`config.mk`:
```
export PLATFORM = sky130hd
export DESIGN_NAME = astrx_core
export DESIGN_NICKNAME = d
export VERILOG_FILES = /design/src/hdl/astrx_pkg.sv /design/src/hdl/astrx_core.sv
export SDC_FILE = /design/constraint.sdc
export NUM_CORES = 1
export LEC_CHECK = 0
export BUFFER_PORTS_ARGS = -buffer_cell sky130_fd_sc_hd__buf_2
export CORE_ASPECT_RATIO = 1.1
export CORE_UTILIZATION = 57
export DETAILED_ROUTE_END_ITERATION = 16
export PLACE_DENSITY = 0.84
export SYNTH_ARGS = -nofsm -noshare
export SYNTH_HDL_FRONTEND = slang
export SYNTH_SLANG_ARGS = --single-unit
```
`constraint.sdc`:
```
create_clock -name mclk -period 3.3 [get_ports mclk]
set_input_delay 0 -clock mclk [delete_from_list [all_inputs] [get_ports mclk]]
set_output_delay 0 -clock mclk [all_outputs]
set_load 0.05 [all_outputs]
```
`src/hdl/astrx_pkg.sv`:
```
package astrx_pkg;
    // ----------------------------------------------------------------
    // frame and timing
    // ----------------------------------------------------------------
    localparam int          DATA_BITS      = 8;
    localparam int          OVERSAMPLE     = 16;
    localparam logic [3:0]  OVS_LAST       = 4'hF;
    localparam logic [3:0]  OVS_MID        = 4'h7;
    localparam logic [2:0]  BIT_LAST       = 3'h7;
    localparam logic [15:0] DIV_RESET      = 16'h0000;
    localparam logic [7:0]  BYTE_RESET     = 8'h00;
    localparam logic [2:0]  SYNC_RESET     = 3'h7;
    // ----------------------------------------------------------------
    // address match schemes
    // ----------------------------------------------------------------
    localparam logic [1:0]  AMS_NONE       = 2'h0;
    localparam logic [1:0]  AMS_ALL_ADDR   = 2'h1;
    localparam logic [1:0]  AMS_MATCH_BOTH = 2'h2;
    localparam logic [1:0]  AMS_MATCH_DATA = 2'h3;

    typedef enum logic [2:0] {
        ASTRX_IDLE,
        ASTRX_START,
        ASTRX_DATA,
        ASTRX_NINTH,
        ASTRX_STOP1,
        ASTRX_STOP2
    } astrx_state_t;
endpackage

```
`src/hdl/astrx_core.sv`:
```
`timescale 1ns/1ps
// Operation
// - eight data bits, lsb first
// - optional even or odd parity bit, checked
// - low start, one or two high stops
// - new characters start only while tx enabled
// - parity ignored in nine-bit mode
// - clear-to-send input gates new characters
// - empty flag high when holding register free
// - written byte moves to shifter automatically
// - transmit interrupt while holding register empty
// - receive only while rx enabled
// - available flag high while byte held
// - receive interrupt on data and errors
// - status tells error, break or data
// - option: interrupt on errors only
// - nine-bit enable and two-bit scheme select
// - address bytes compared with node address
// - bit rate from high and low divisor bytes
// - ninth bit sits in parity slot
// - data write clears empty flag
// - sixteen-bit divider
module astrx_core
    import astrx_pkg::*;
(
    input  wire logic       mclk,
    input  wire logic       reset,
    input  wire logic       tx_enable_bit,
    input  wire logic       rx_enable_bit,
    input  wire logic       parity_enable_bit,
    input  wire logic       parity_odd_select,
    input  wire logic       two_stop_select,
    input  wire logic       clear_to_send_gate_enable,
    input  wire logic       ninth_bit_mode_enable,
    input  wire logic [1:0] address_match_scheme_select,
    input  wire logic       tx_ninth_bit_value,
    input  wire logic       rx_error_irq_only,
    input  wire logic [7:0] node_address,
    input  wire logic [7:0] divisor_high,
    input  wire logic [7:0] divisor_low,
    input  wire logic       tx_data_write,
    input  wire logic [7:0] tx_data,
    input  wire logic       rx_data_read,
    input  wire logic       clear_to_send_n,
    input  wire logic       rx_pin,
    output logic            tx_pin,
    output logic            tx_holding_empty_flag,
    output logic            tx_irq,
    output logic            rx_byte_available_flag,
    output logic [7:0]      rx_data,
    output logic            rx_ninth_bit,
    output logic            rx_new_frame,
    output logic            rx_parity_error,
    output logic            rx_framing_error,
    output logic            rx_break,
    output logic            rx_overrun,
    output logic            rx_irq
);
    // ----------------------------------------------------------------
    // pin synchronisers and baud tick
    // ----------------------------------------------------------------
    logic [2:0]  rxs_r, rxs_nxt, ctss_r, ctss_nxt;
    logic        rx_in_r, rx_in_nxt, cts_n_r, cts_n_nxt;
    logic [15:0] div_r, div_nxt;
    logic        tick_r, tick_nxt;

    always_comb begin
        rxs_nxt   = {rxs_r[1:0], rx_pin};
        ctss_nxt  = {ctss_r[1:0], clear_to_send_n};
        // a change counts only once the last two stages agree
        rx_in_nxt = (rxs_r[2] == rxs_r[1]) ? rxs_r[2] : rx_in_r;
        cts_n_nxt = (ctss_r[2] == ctss_r[1]) ? ctss_r[2] : cts_n_r;
        // one tick per sixteenth of a bit; divisor 0 behaves as 1
        tick_nxt  = (div_r == 16'h0000);
        div_nxt   = tick_nxt ? ({divisor_high, divisor_low} - 16'h0001)
                             : div_r - 16'h0001;
        if ({divisor_high, divisor_low} == 16'h0000) begin
            div_nxt = DIV_RESET;
        end
    end

    always_ff @(posedge mclk) begin
        if (reset) begin
            rxs_r   <= SYNC_RESET;
            ctss_r  <= SYNC_RESET;
            rx_in_r <= 1'b1;
            cts_n_r <= 1'b1;
            div_r   <= DIV_RESET;
            tick_r  <= 1'b0;
        end else begin
            rxs_r   <= rxs_nxt;
            ctss_r  <= ctss_nxt;
            rx_in_r <= rx_in_nxt;
            cts_n_r <= cts_n_nxt;
            div_r   <= div_nxt;
            tick_r  <= tick_nxt;
        end
    end

    // ----------------------------------------------------------------
    // transmitter
    // ----------------------------------------------------------------
    astrx_state_t tst_r, tst_nxt;
    logic [7:0]   thold_r, thold_nxt, tsh_r, tsh_nxt;
    logic         tnin_r, tnin_nxt, tempty_r, tempty_nxt, tpin_r, tpin_nxt;
    logic [3:0]   tovs_r, tovs_nxt;
    logic [2:0]   tbit_r, tbit_nxt;
    logic         t_par_on, t_bitend;

    always_comb begin
        tst_nxt    = tst_r;
        thold_nxt  = thold_r;
        tsh_nxt    = tsh_r;
        tnin_nxt   = tnin_r;
        tempty_nxt = tempty_r;
        tpin_nxt   = tpin_r;
        tovs_nxt   = tovs_r;
        tbit_nxt   = tbit_r;
        t_par_on   = parity_enable_bit && !ninth_bit_mode_enable;
        t_bitend   = tick_r && (tovs_r == OVS_LAST);
        if (tick_r) begin
            tovs_nxt = tovs_r + 4'h1;
        end
        unique case (tst_r)
            ASTRX_IDLE: begin
                tpin_nxt = 1'b1;
                // cts is sampled before each new character only
                if (!tempty_r && tx_enable_bit
                        && !(clear_to_send_gate_enable && cts_n_r)) begin
                    tsh_nxt    = thold_r;
                    tnin_nxt   = ninth_bit_mode_enable ? tx_ninth_bit_value
                                                       : ^thold_r ^ parity_odd_select;
                    tempty_nxt = 1'b1;
                    tpin_nxt   = 1'b0;
                    tovs_nxt   = 4'h0;
                    tst_nxt    = ASTRX_START;
                end
            end
            ASTRX_START: if (t_bitend) begin
                tpin_nxt = tsh_r[0];
                tbit_nxt = 3'h0;
                tst_nxt  = ASTRX_DATA;
            end
            ASTRX_DATA: if (t_bitend) begin
                tsh_nxt  = {1'b0, tsh_r[7:1]};
                tbit_nxt = tbit_r + 3'h1;
                tpin_nxt = tsh_r[1];
                if (tbit_r == BIT_LAST) begin
                    tpin_nxt = (ninth_bit_mode_enable || t_par_on) ? tnin_r : 1'b1;
                    tst_nxt  = (ninth_bit_mode_enable || t_par_on) ? ASTRX_NINTH
                                                                   : ASTRX_STOP1;
                end
            end
            ASTRX_NINTH: if (t_bitend) begin
                tpin_nxt = 1'b1;
                tst_nxt  = ASTRX_STOP1;
            end
            ASTRX_STOP1: if (t_bitend) begin
                tst_nxt = two_stop_select ? ASTRX_STOP2 : ASTRX_IDLE;
            end
            default: if (t_bitend) begin
                tst_nxt = ASTRX_IDLE;
            end
        endcase
        if (tx_data_write) begin
            thold_nxt  = tx_data;
            tempty_nxt = 1'b0;
        end
    end

    always_ff @(posedge mclk) begin
        if (reset) begin
            tst_r                      <= ASTRX_IDLE;
            {thold_r, tsh_r}           <= {BYTE_RESET, BYTE_RESET};
            {tnin_r, tempty_r, tpin_r} <= 3'h3;
            {tovs_r, tbit_r}           <= 7'h00;
        end else begin
            tst_r                      <= tst_nxt;
            {thold_r, tsh_r}           <= {thold_nxt, tsh_nxt};
            {tnin_r, tempty_r, tpin_r} <= {tnin_nxt, tempty_nxt, tpin_nxt};
            {tovs_r, tbit_r}           <= {tovs_nxt, tbit_nxt};
        end
    end

    assign tx_pin                = tpin_r;
    assign tx_holding_empty_flag = tempty_r;
    assign tx_irq                = tempty_r;

    // ----------------------------------------------------------------
    // receiver
    // ----------------------------------------------------------------
    astrx_state_t rst_r, rst_nxt;
    logic [7:0]   rsh_r, rsh_nxt, rdat_r, rdat_nxt;
    logic [3:0]   rovs_r, rovs_nxt;
    logic [2:0]   rbit_r, rbit_nxt;
    logic         rnin_r, rnin_nxt, rpar_r, rpar_nxt, rzero_r, rzero_nxt;
    logic         ravl_r, ravl_nxt, rnine_r, rnine_nxt, rnew_r, rnew_nxt;
    logic         rpe_r, rpe_nxt, rfe_r, rfe_nxt, rbrk_r, rbrk_nxt, rov_r, rov_nxt;
    logic         rirq_r, rirq_nxt, ract_r, ract_nxt, rfirst_r, rfirst_nxt;
    logic         r_mid, r_par_on, r_deliver, r_err, r_irq_data;

    always_comb begin
        rst_nxt              = rst_r;
        {rsh_nxt, rdat_nxt}  = {rsh_r, rdat_r};
        {rovs_nxt, rbit_nxt} = {rovs_r, rbit_r};
        {rnin_nxt, rpar_nxt, rzero_nxt, ravl_nxt, rnine_nxt, rnew_nxt}
            = {rnin_r, rpar_r, rzero_r, ravl_r, rnine_r, rnew_r};
        {rpe_nxt, rfe_nxt, rbrk_nxt, rov_nxt, ract_nxt, rfirst_nxt}
            = {rpe_r, rfe_r, rbrk_r, rov_r, ract_r, rfirst_r};
        r_deliver  = 1'b0;
        r_err      = 1'b0;
        r_irq_data = 1'b0;
        r_par_on   = parity_enable_bit && !ninth_bit_mode_enable;
        r_mid      = tick_r && (rovs_r == OVS_MID);
        if (tick_r) begin
            rovs_nxt = rovs_r + 4'h1;
        end
        // reading the data register clears the flags; set below wins
        if (rx_data_read) begin
            ravl_nxt = 1'b0;
            rpe_nxt  = 1'b0;
            rfe_nxt  = 1'b0;
            rbrk_nxt = 1'b0;
            rov_nxt  = 1'b0;
        end
        unique case (rst_r)
            ASTRX_IDLE: begin
                if (rx_enable_bit && !rx_in_r) begin
                    rovs_nxt = 4'h0;
                    rst_nxt  = ASTRX_START;
                end
            end
            ASTRX_START: if (r_mid) begin
                // a glitch shorter than half a bit is not a start
                rst_nxt   = rx_in_r ? ASTRX_IDLE : ASTRX_DATA;
                rbit_nxt  = 3'h0;
                rzero_nxt = 1'b1;
            end
            ASTRX_DATA: if (r_mid) begin
                rsh_nxt   = {rx_in_r, rsh_r[7:1]};
                rzero_nxt = rzero_r && !rx_in_r;
                rbit_nxt  = rbit_r + 3'h1;
                if (rbit_r == BIT_LAST) begin
                    rst_nxt = (ninth_bit_mode_enable || r_par_on) ? ASTRX_NINTH
                                                                  : ASTRX_STOP1;
                end
            end
            ASTRX_NINTH: if (r_mid) begin
                rnin_nxt  = rx_in_r;
                rpar_nxt  = r_par_on && (^rsh_r ^ parity_odd_select ^ rx_in_r);
                rzero_nxt = rzero_r && !rx_in_r;
                rst_nxt   = ASTRX_STOP1;
            end
            default: if (r_mid) begin
                // only the first stop bit is checked; a second is tolerated
                rst_nxt = ASTRX_IDLE;
                if (rx_enable_bit) begin
                    r_deliver = 1'b1;
                end
            end
        endcase
        if (r_deliver) begin
            if (ninth_bit_mode_enable && address_match_scheme_select != AMS_NONE) begin
                if (rnin_r) begin
                    // address byte: in the match schemes, match decides which frames are kept
                    if (address_match_scheme_select == AMS_ALL_ADDR) begin
                        r_irq_data = 1'b1;
                    end else begin
                        ract_nxt   = (rsh_r == node_address);
                        rfirst_nxt = (rsh_r == node_address);
                        r_irq_data = (rsh_r == node_address)
                                     && address_match_scheme_select == AMS_MATCH_BOTH;
                    end
                end else begin
                    r_irq_data = (address_match_scheme_select != AMS_ALL_ADDR) && ract_r
                                 && rx_in_r;
                    rfirst_nxt = r_irq_data ? 1'b0 : rfirst_r;
                end
            end else begin
                r_irq_data = 1'b1;
            end
            r_err = r_par_on && rpar_r || !rx_in_r;
            if (r_irq_data || r_err) begin
                if (ravl_r && !rx_data_read) begin
                    // keep the unread byte; the new frame is dropped and overrun set
                    rov_nxt = 1'b1;
                end else begin
                    rdat_nxt  = rsh_r;
                    rnine_nxt = rnin_r;
                    rnew_nxt  = !rnin_r && rfirst_r;
                    ravl_nxt  = 1'b1;
                    rpe_nxt   = r_par_on && rpar_r;
                    rfe_nxt   = !rx_in_r;
                    rbrk_nxt  = !rx_in_r && rzero_r;
                end
            end
        end
        // data interrupts may be masked; errors always interrupt
        rirq_nxt = (ravl_nxt && !rx_error_irq_only)
                   || rpe_nxt || rfe_nxt || rbrk_nxt || rov_nxt;
    end

    always_ff @(posedge mclk) begin
        if (reset) begin
            rst_r            <= ASTRX_IDLE;
            {rsh_r, rdat_r}  <= {BYTE_RESET, BYTE_RESET};
            {rovs_r, rbit_r} <= 7'h00;
            {rnin_r, rpar_r, rzero_r, ravl_r, rnine_r, rnew_r, rpe_r} <= 7'h00;
            {rfe_r, rbrk_r, rov_r, rirq_r, ract_r, rfirst_r}          <= 6'h00;
        end else begin
            rst_r            <= rst_nxt;
            {rsh_r, rdat_r}  <= {rsh_nxt, rdat_nxt};
            {rovs_r, rbit_r} <= {rovs_nxt, rbit_nxt};
            {rnin_r, rpar_r, rzero_r, ravl_r, rnine_r, rnew_r, rpe_r}
                <= {rnin_nxt, rpar_nxt, rzero_nxt, ravl_nxt, rnine_nxt, rnew_nxt, rpe_nxt};
            {rfe_r, rbrk_r, rov_r, rirq_r, ract_r, rfirst_r}
                <= {rfe_nxt, rbrk_nxt, rov_nxt, rirq_nxt, ract_nxt, rfirst_nxt};
        end
    end

    assign rx_byte_available_flag = ravl_r;
    assign rx_data                = rdat_r;
    assign rx_ninth_bit           = rnine_r;
    assign rx_new_frame           = rnew_r;
    assign rx_parity_error        = rpe_r;
    assign rx_framing_error       = rfe_r;
    assign rx_break               = rbrk_r;
    assign rx_overrun             = rov_r;
    assign rx_irq                 = rirq_r;
endmodule

```
==> impl_metrics.env <==
export IMPL_fin_tns_setup_ps=0
export IMPL_worst_pin_slew_ps=899
export IMPL_initial_core_util_pct=59.6
export IMPL_total_power_mw=3.22
export IMPL_fillers=603
export IMPL_leakage_nw=2.03
export IMPL_synth_area_per_cell_sq_um=8.61
export IMPL_pwr_share_clk_pct=29.3
export IMPL_cp_max_fo=10
export IMPL_worst_ir_drop_vdd_uv=606
export IMPL_max_freq_mhz=362
export IMPL_synthCells=520
export IMPL_grt_overflow=0
export IMPL_cts_inserted_buffers=9
export IMPL_die_w_um=86.5
export IMPL_yosysWarnings=0
export IMPL_cts_resized=0
export IMPL_drc_errors=0
export IMPL_ys_top_cells_by_area="dfxtp_1 42%, nor2_1 7.4%, mux2i_1 6.7%"
export IMPL_setup_viol=0
export IMPL_rows=33
export IMPL_grt_max_degree=42
export IMPL_report_final_hold_viol_count=0
export IMPL_rsz0062_at_grt="false"
export IMPL_synth_most_common_cell="dfxtp_1"
export IMPL_coreArea_sq_mm=0.00751
export IMPL_maxSlewHeadroom_pct=39.7
export IMPL_syn_nets=576
export IMPL_yosysSeqAreaShare_pct=41.6
export IMPL_internal_power_mw=2.15
export IMPL_skew_ps=13.7
export IMPL_antenna_found_initial=0
export IMPL_clkSlewWorstSetupHoldPaths_ps=100
export IMPL_seqPwrFrac_pct=41.4
export IMPL_period_share_pct=83.6
export IMPL_grt_pass1_vias=3789
export IMPL_worstPathRequired_ps=3550
export IMPL_critPathKind="flip-flop to flip-flop"
export IMPL_yosysTopAreaCell="dfxtp_1"
export IMPL_synthArstFlopShare_pct=0
export IMPL_area_delta_synth_final_pct=18.2
export IMPL_yosys_top_cells_count="93 x dfxtp_1, 88 x nor2_1, 53 x a21oi_1"
export IMPL_pwr_share_comb_pct=29.3
export IMPL_antenna_cells=0
export IMPL_routed_wl_mm=9.92
export IMPL_die_height_um=94.9
export IMPL_synth_top_cell_area_share_pct=41.6
export IMPL_insertion_delay_ps=370
export IMPL_io_pins=68
export IMPL_cts_tree="built"
export IMPL_finalWeightedCongestion=0.888
export IMPL_syn_area_sq_mm=0.00448
export IMPL_grtUsageTotal_pct=25.4
export IMPL_ys_flop_type="dfxtp_1"
export IMPL_hpwl_mm=6.93
export IMPL_status="completed"
export IMPL_synth_cell_types=55
export IMPL_power_density_mw_per_mm2=609
export IMPL_nets=652
export IMPL_post_route_util_pct=70.4
export IMPL_drt_vias_per_instance=5.74
export IMPL_ant_nets=0
export IMPL_critPathLaunchType="flip-flop"
export IMPL_clockRootBuffer="clkbuf_8"
export IMPL_firstDrtPassIters=5
export IMPL_wl_per_cell_um=14.0
export IMPL_dieArea_sq_mm=0.00821
export IMPL_slew_violations=0
export IMPL_synth_seq_cells=93
export IMPL_cts_sinks=93
export IMPL_drt_initial_drc_count=226
export IMPL_cp_end_kind="flip-flop"
export IMPL_hp_class="input port to flip-flop"
export IMPL_cts_buffer_depth=2
export IMPL_vias=4054
export IMPL_grt_pass1_wl_mm=16.5
export IMPL_switching_share_pct=33.2
export IMPL_port_buffers=67
export IMPL_drv_cap=0
export IMPL_worst_hold_slack_ps=9.99
export IMPL_drive_above_1_share_pct=18.6
export IMPL_layout_min_cycle_time_ps=2760
export IMPL_worstPathArrival_ps=3010
export IMPL_p_sw_mw=1.07
export IMPL_synth_edf_count=0
export IMPL_cts_htree_levels=3
-- worst max-delay path, cell delays in order (launching register included) --
cell,delay [ps]
dfxtp_1,350
nor4_1,510
nand4_1,370
nor2_1,270
a21oi_1,110
ha_1,240
o211ai_1,350
a2111oi_0,200
xor2_1,200
nor2_1,50
-- power by group through the flow --
stage                     Combinational (mW)  Clock, mW  Sequential (mW)
after floorplan                        0.728          0             1.34
after global placement                 0.872          0             1.35
after CTS                              0.926      0.953             1.33
final                                  0.942      0.944             1.33
after global routing                    1.04       1.01             1.35
after detailed placement               0.901          0             1.36
-- metal layers --
layer,GRT usage [%],vias to the layer above,share of wire [%]
met3,5.51,13,5.0
met4,9.31,0,1.2
li1,-,1993,-
met2,45.8,133,52
met5,0,-,0
met1,29.5,1915,42
-- area by class of cell --
type / count / area, sq um / area share [%]
Clock buffer: 10 / 138 / 2.60
Clock inverter: 6 / 116 / 2.20
Inverter: 7 / 26.3 / 0.497
Multi-Input combinational cell: 393 / 2450 / 46.3
Sequential cell: 93 / 1860 / 35.2
Tap cell: 105 / 131 / 2.48
Timing Repair Buffer: 92 / 568 / 10.7
-- worst paths after layout --
path / startpoint / slack (ps) / end / cells after the start
setup / recovery: div_r[0]$_SDFF_PP0_ / 540 / div_r[10]$_SDFF_PP0_ / 9
hold / removal: divisor_high[1] / 10 / div_r[9]$_SDFF_PP0_ / 4
setup reg to reg: div_r[0]$_SDFF_PP0_ / 540 / div_r[10]$_SDFF_PP0_ / 9
hold reg to reg: rxs_r[0]$_SDFF_PP1_ / 430 / rxs_r[1]$_SDFF_PP1_ / 1
-- sequential cells by signal, summed over array words and instances, names as in the netlist, 4 cells and up --
register	count
div_r	16
rovs_r	4
rsh_r	8
rx_data	8
thold_r	8
tovs_r	4
tsh_r	8
-- cells by family after synthesis --
logic type / after synthesis / synth area share (%)
compound gates: 122 / 17.5
simple gates: 195 / 20.8
xor+xnor: 38 / 7.44
fa+ha+maj: 7 / 1.96
buf+inv: 34 / 3.72
flops: 93 / 41.6
mux: 31 / 6.96
-- what timing repair did --
item	CTS	global route
hold buffers	18	0
hold endpoints to repair	20	0
setup buffers	0	0
-- per-stage QoR --
stage,cell area (sq um),setup slack [ps],instances
after global placement,4850,699,672
after CTS,5290,592,706
final,5290,540,706
after detailed placement,4850,616,672
after global routing,5290,208,706
after floorplan,4480,674,520
-- placed cells by master (no fill, tap or decap), types with 4 or more instances in the layout --
cell / instances
a211oi_1: 4
a21oi_1: 53
a22oi_1: 4
a311oi_1: 5
a31oi_1: 5
buf_2: 67
buf_4: 7
clkbuf_8: 10
dfxtp_1: 93
dlygate4sd3_1: 18
ha_1: 7
inv_1: 7
mux2i_1: 30
nand2_1: 28
nand2b_1: 6
nand3_1: 7
nand4_1: 7
nor2_1: 88
nor3_1: 20
o21ai_0: 22
o21bai_1: 4
o31ai_1: 4
or2_2: 10
or3_1: 6
xnor2_1: 22
xor2_1: 16
(Power assumes the default switching activity.)
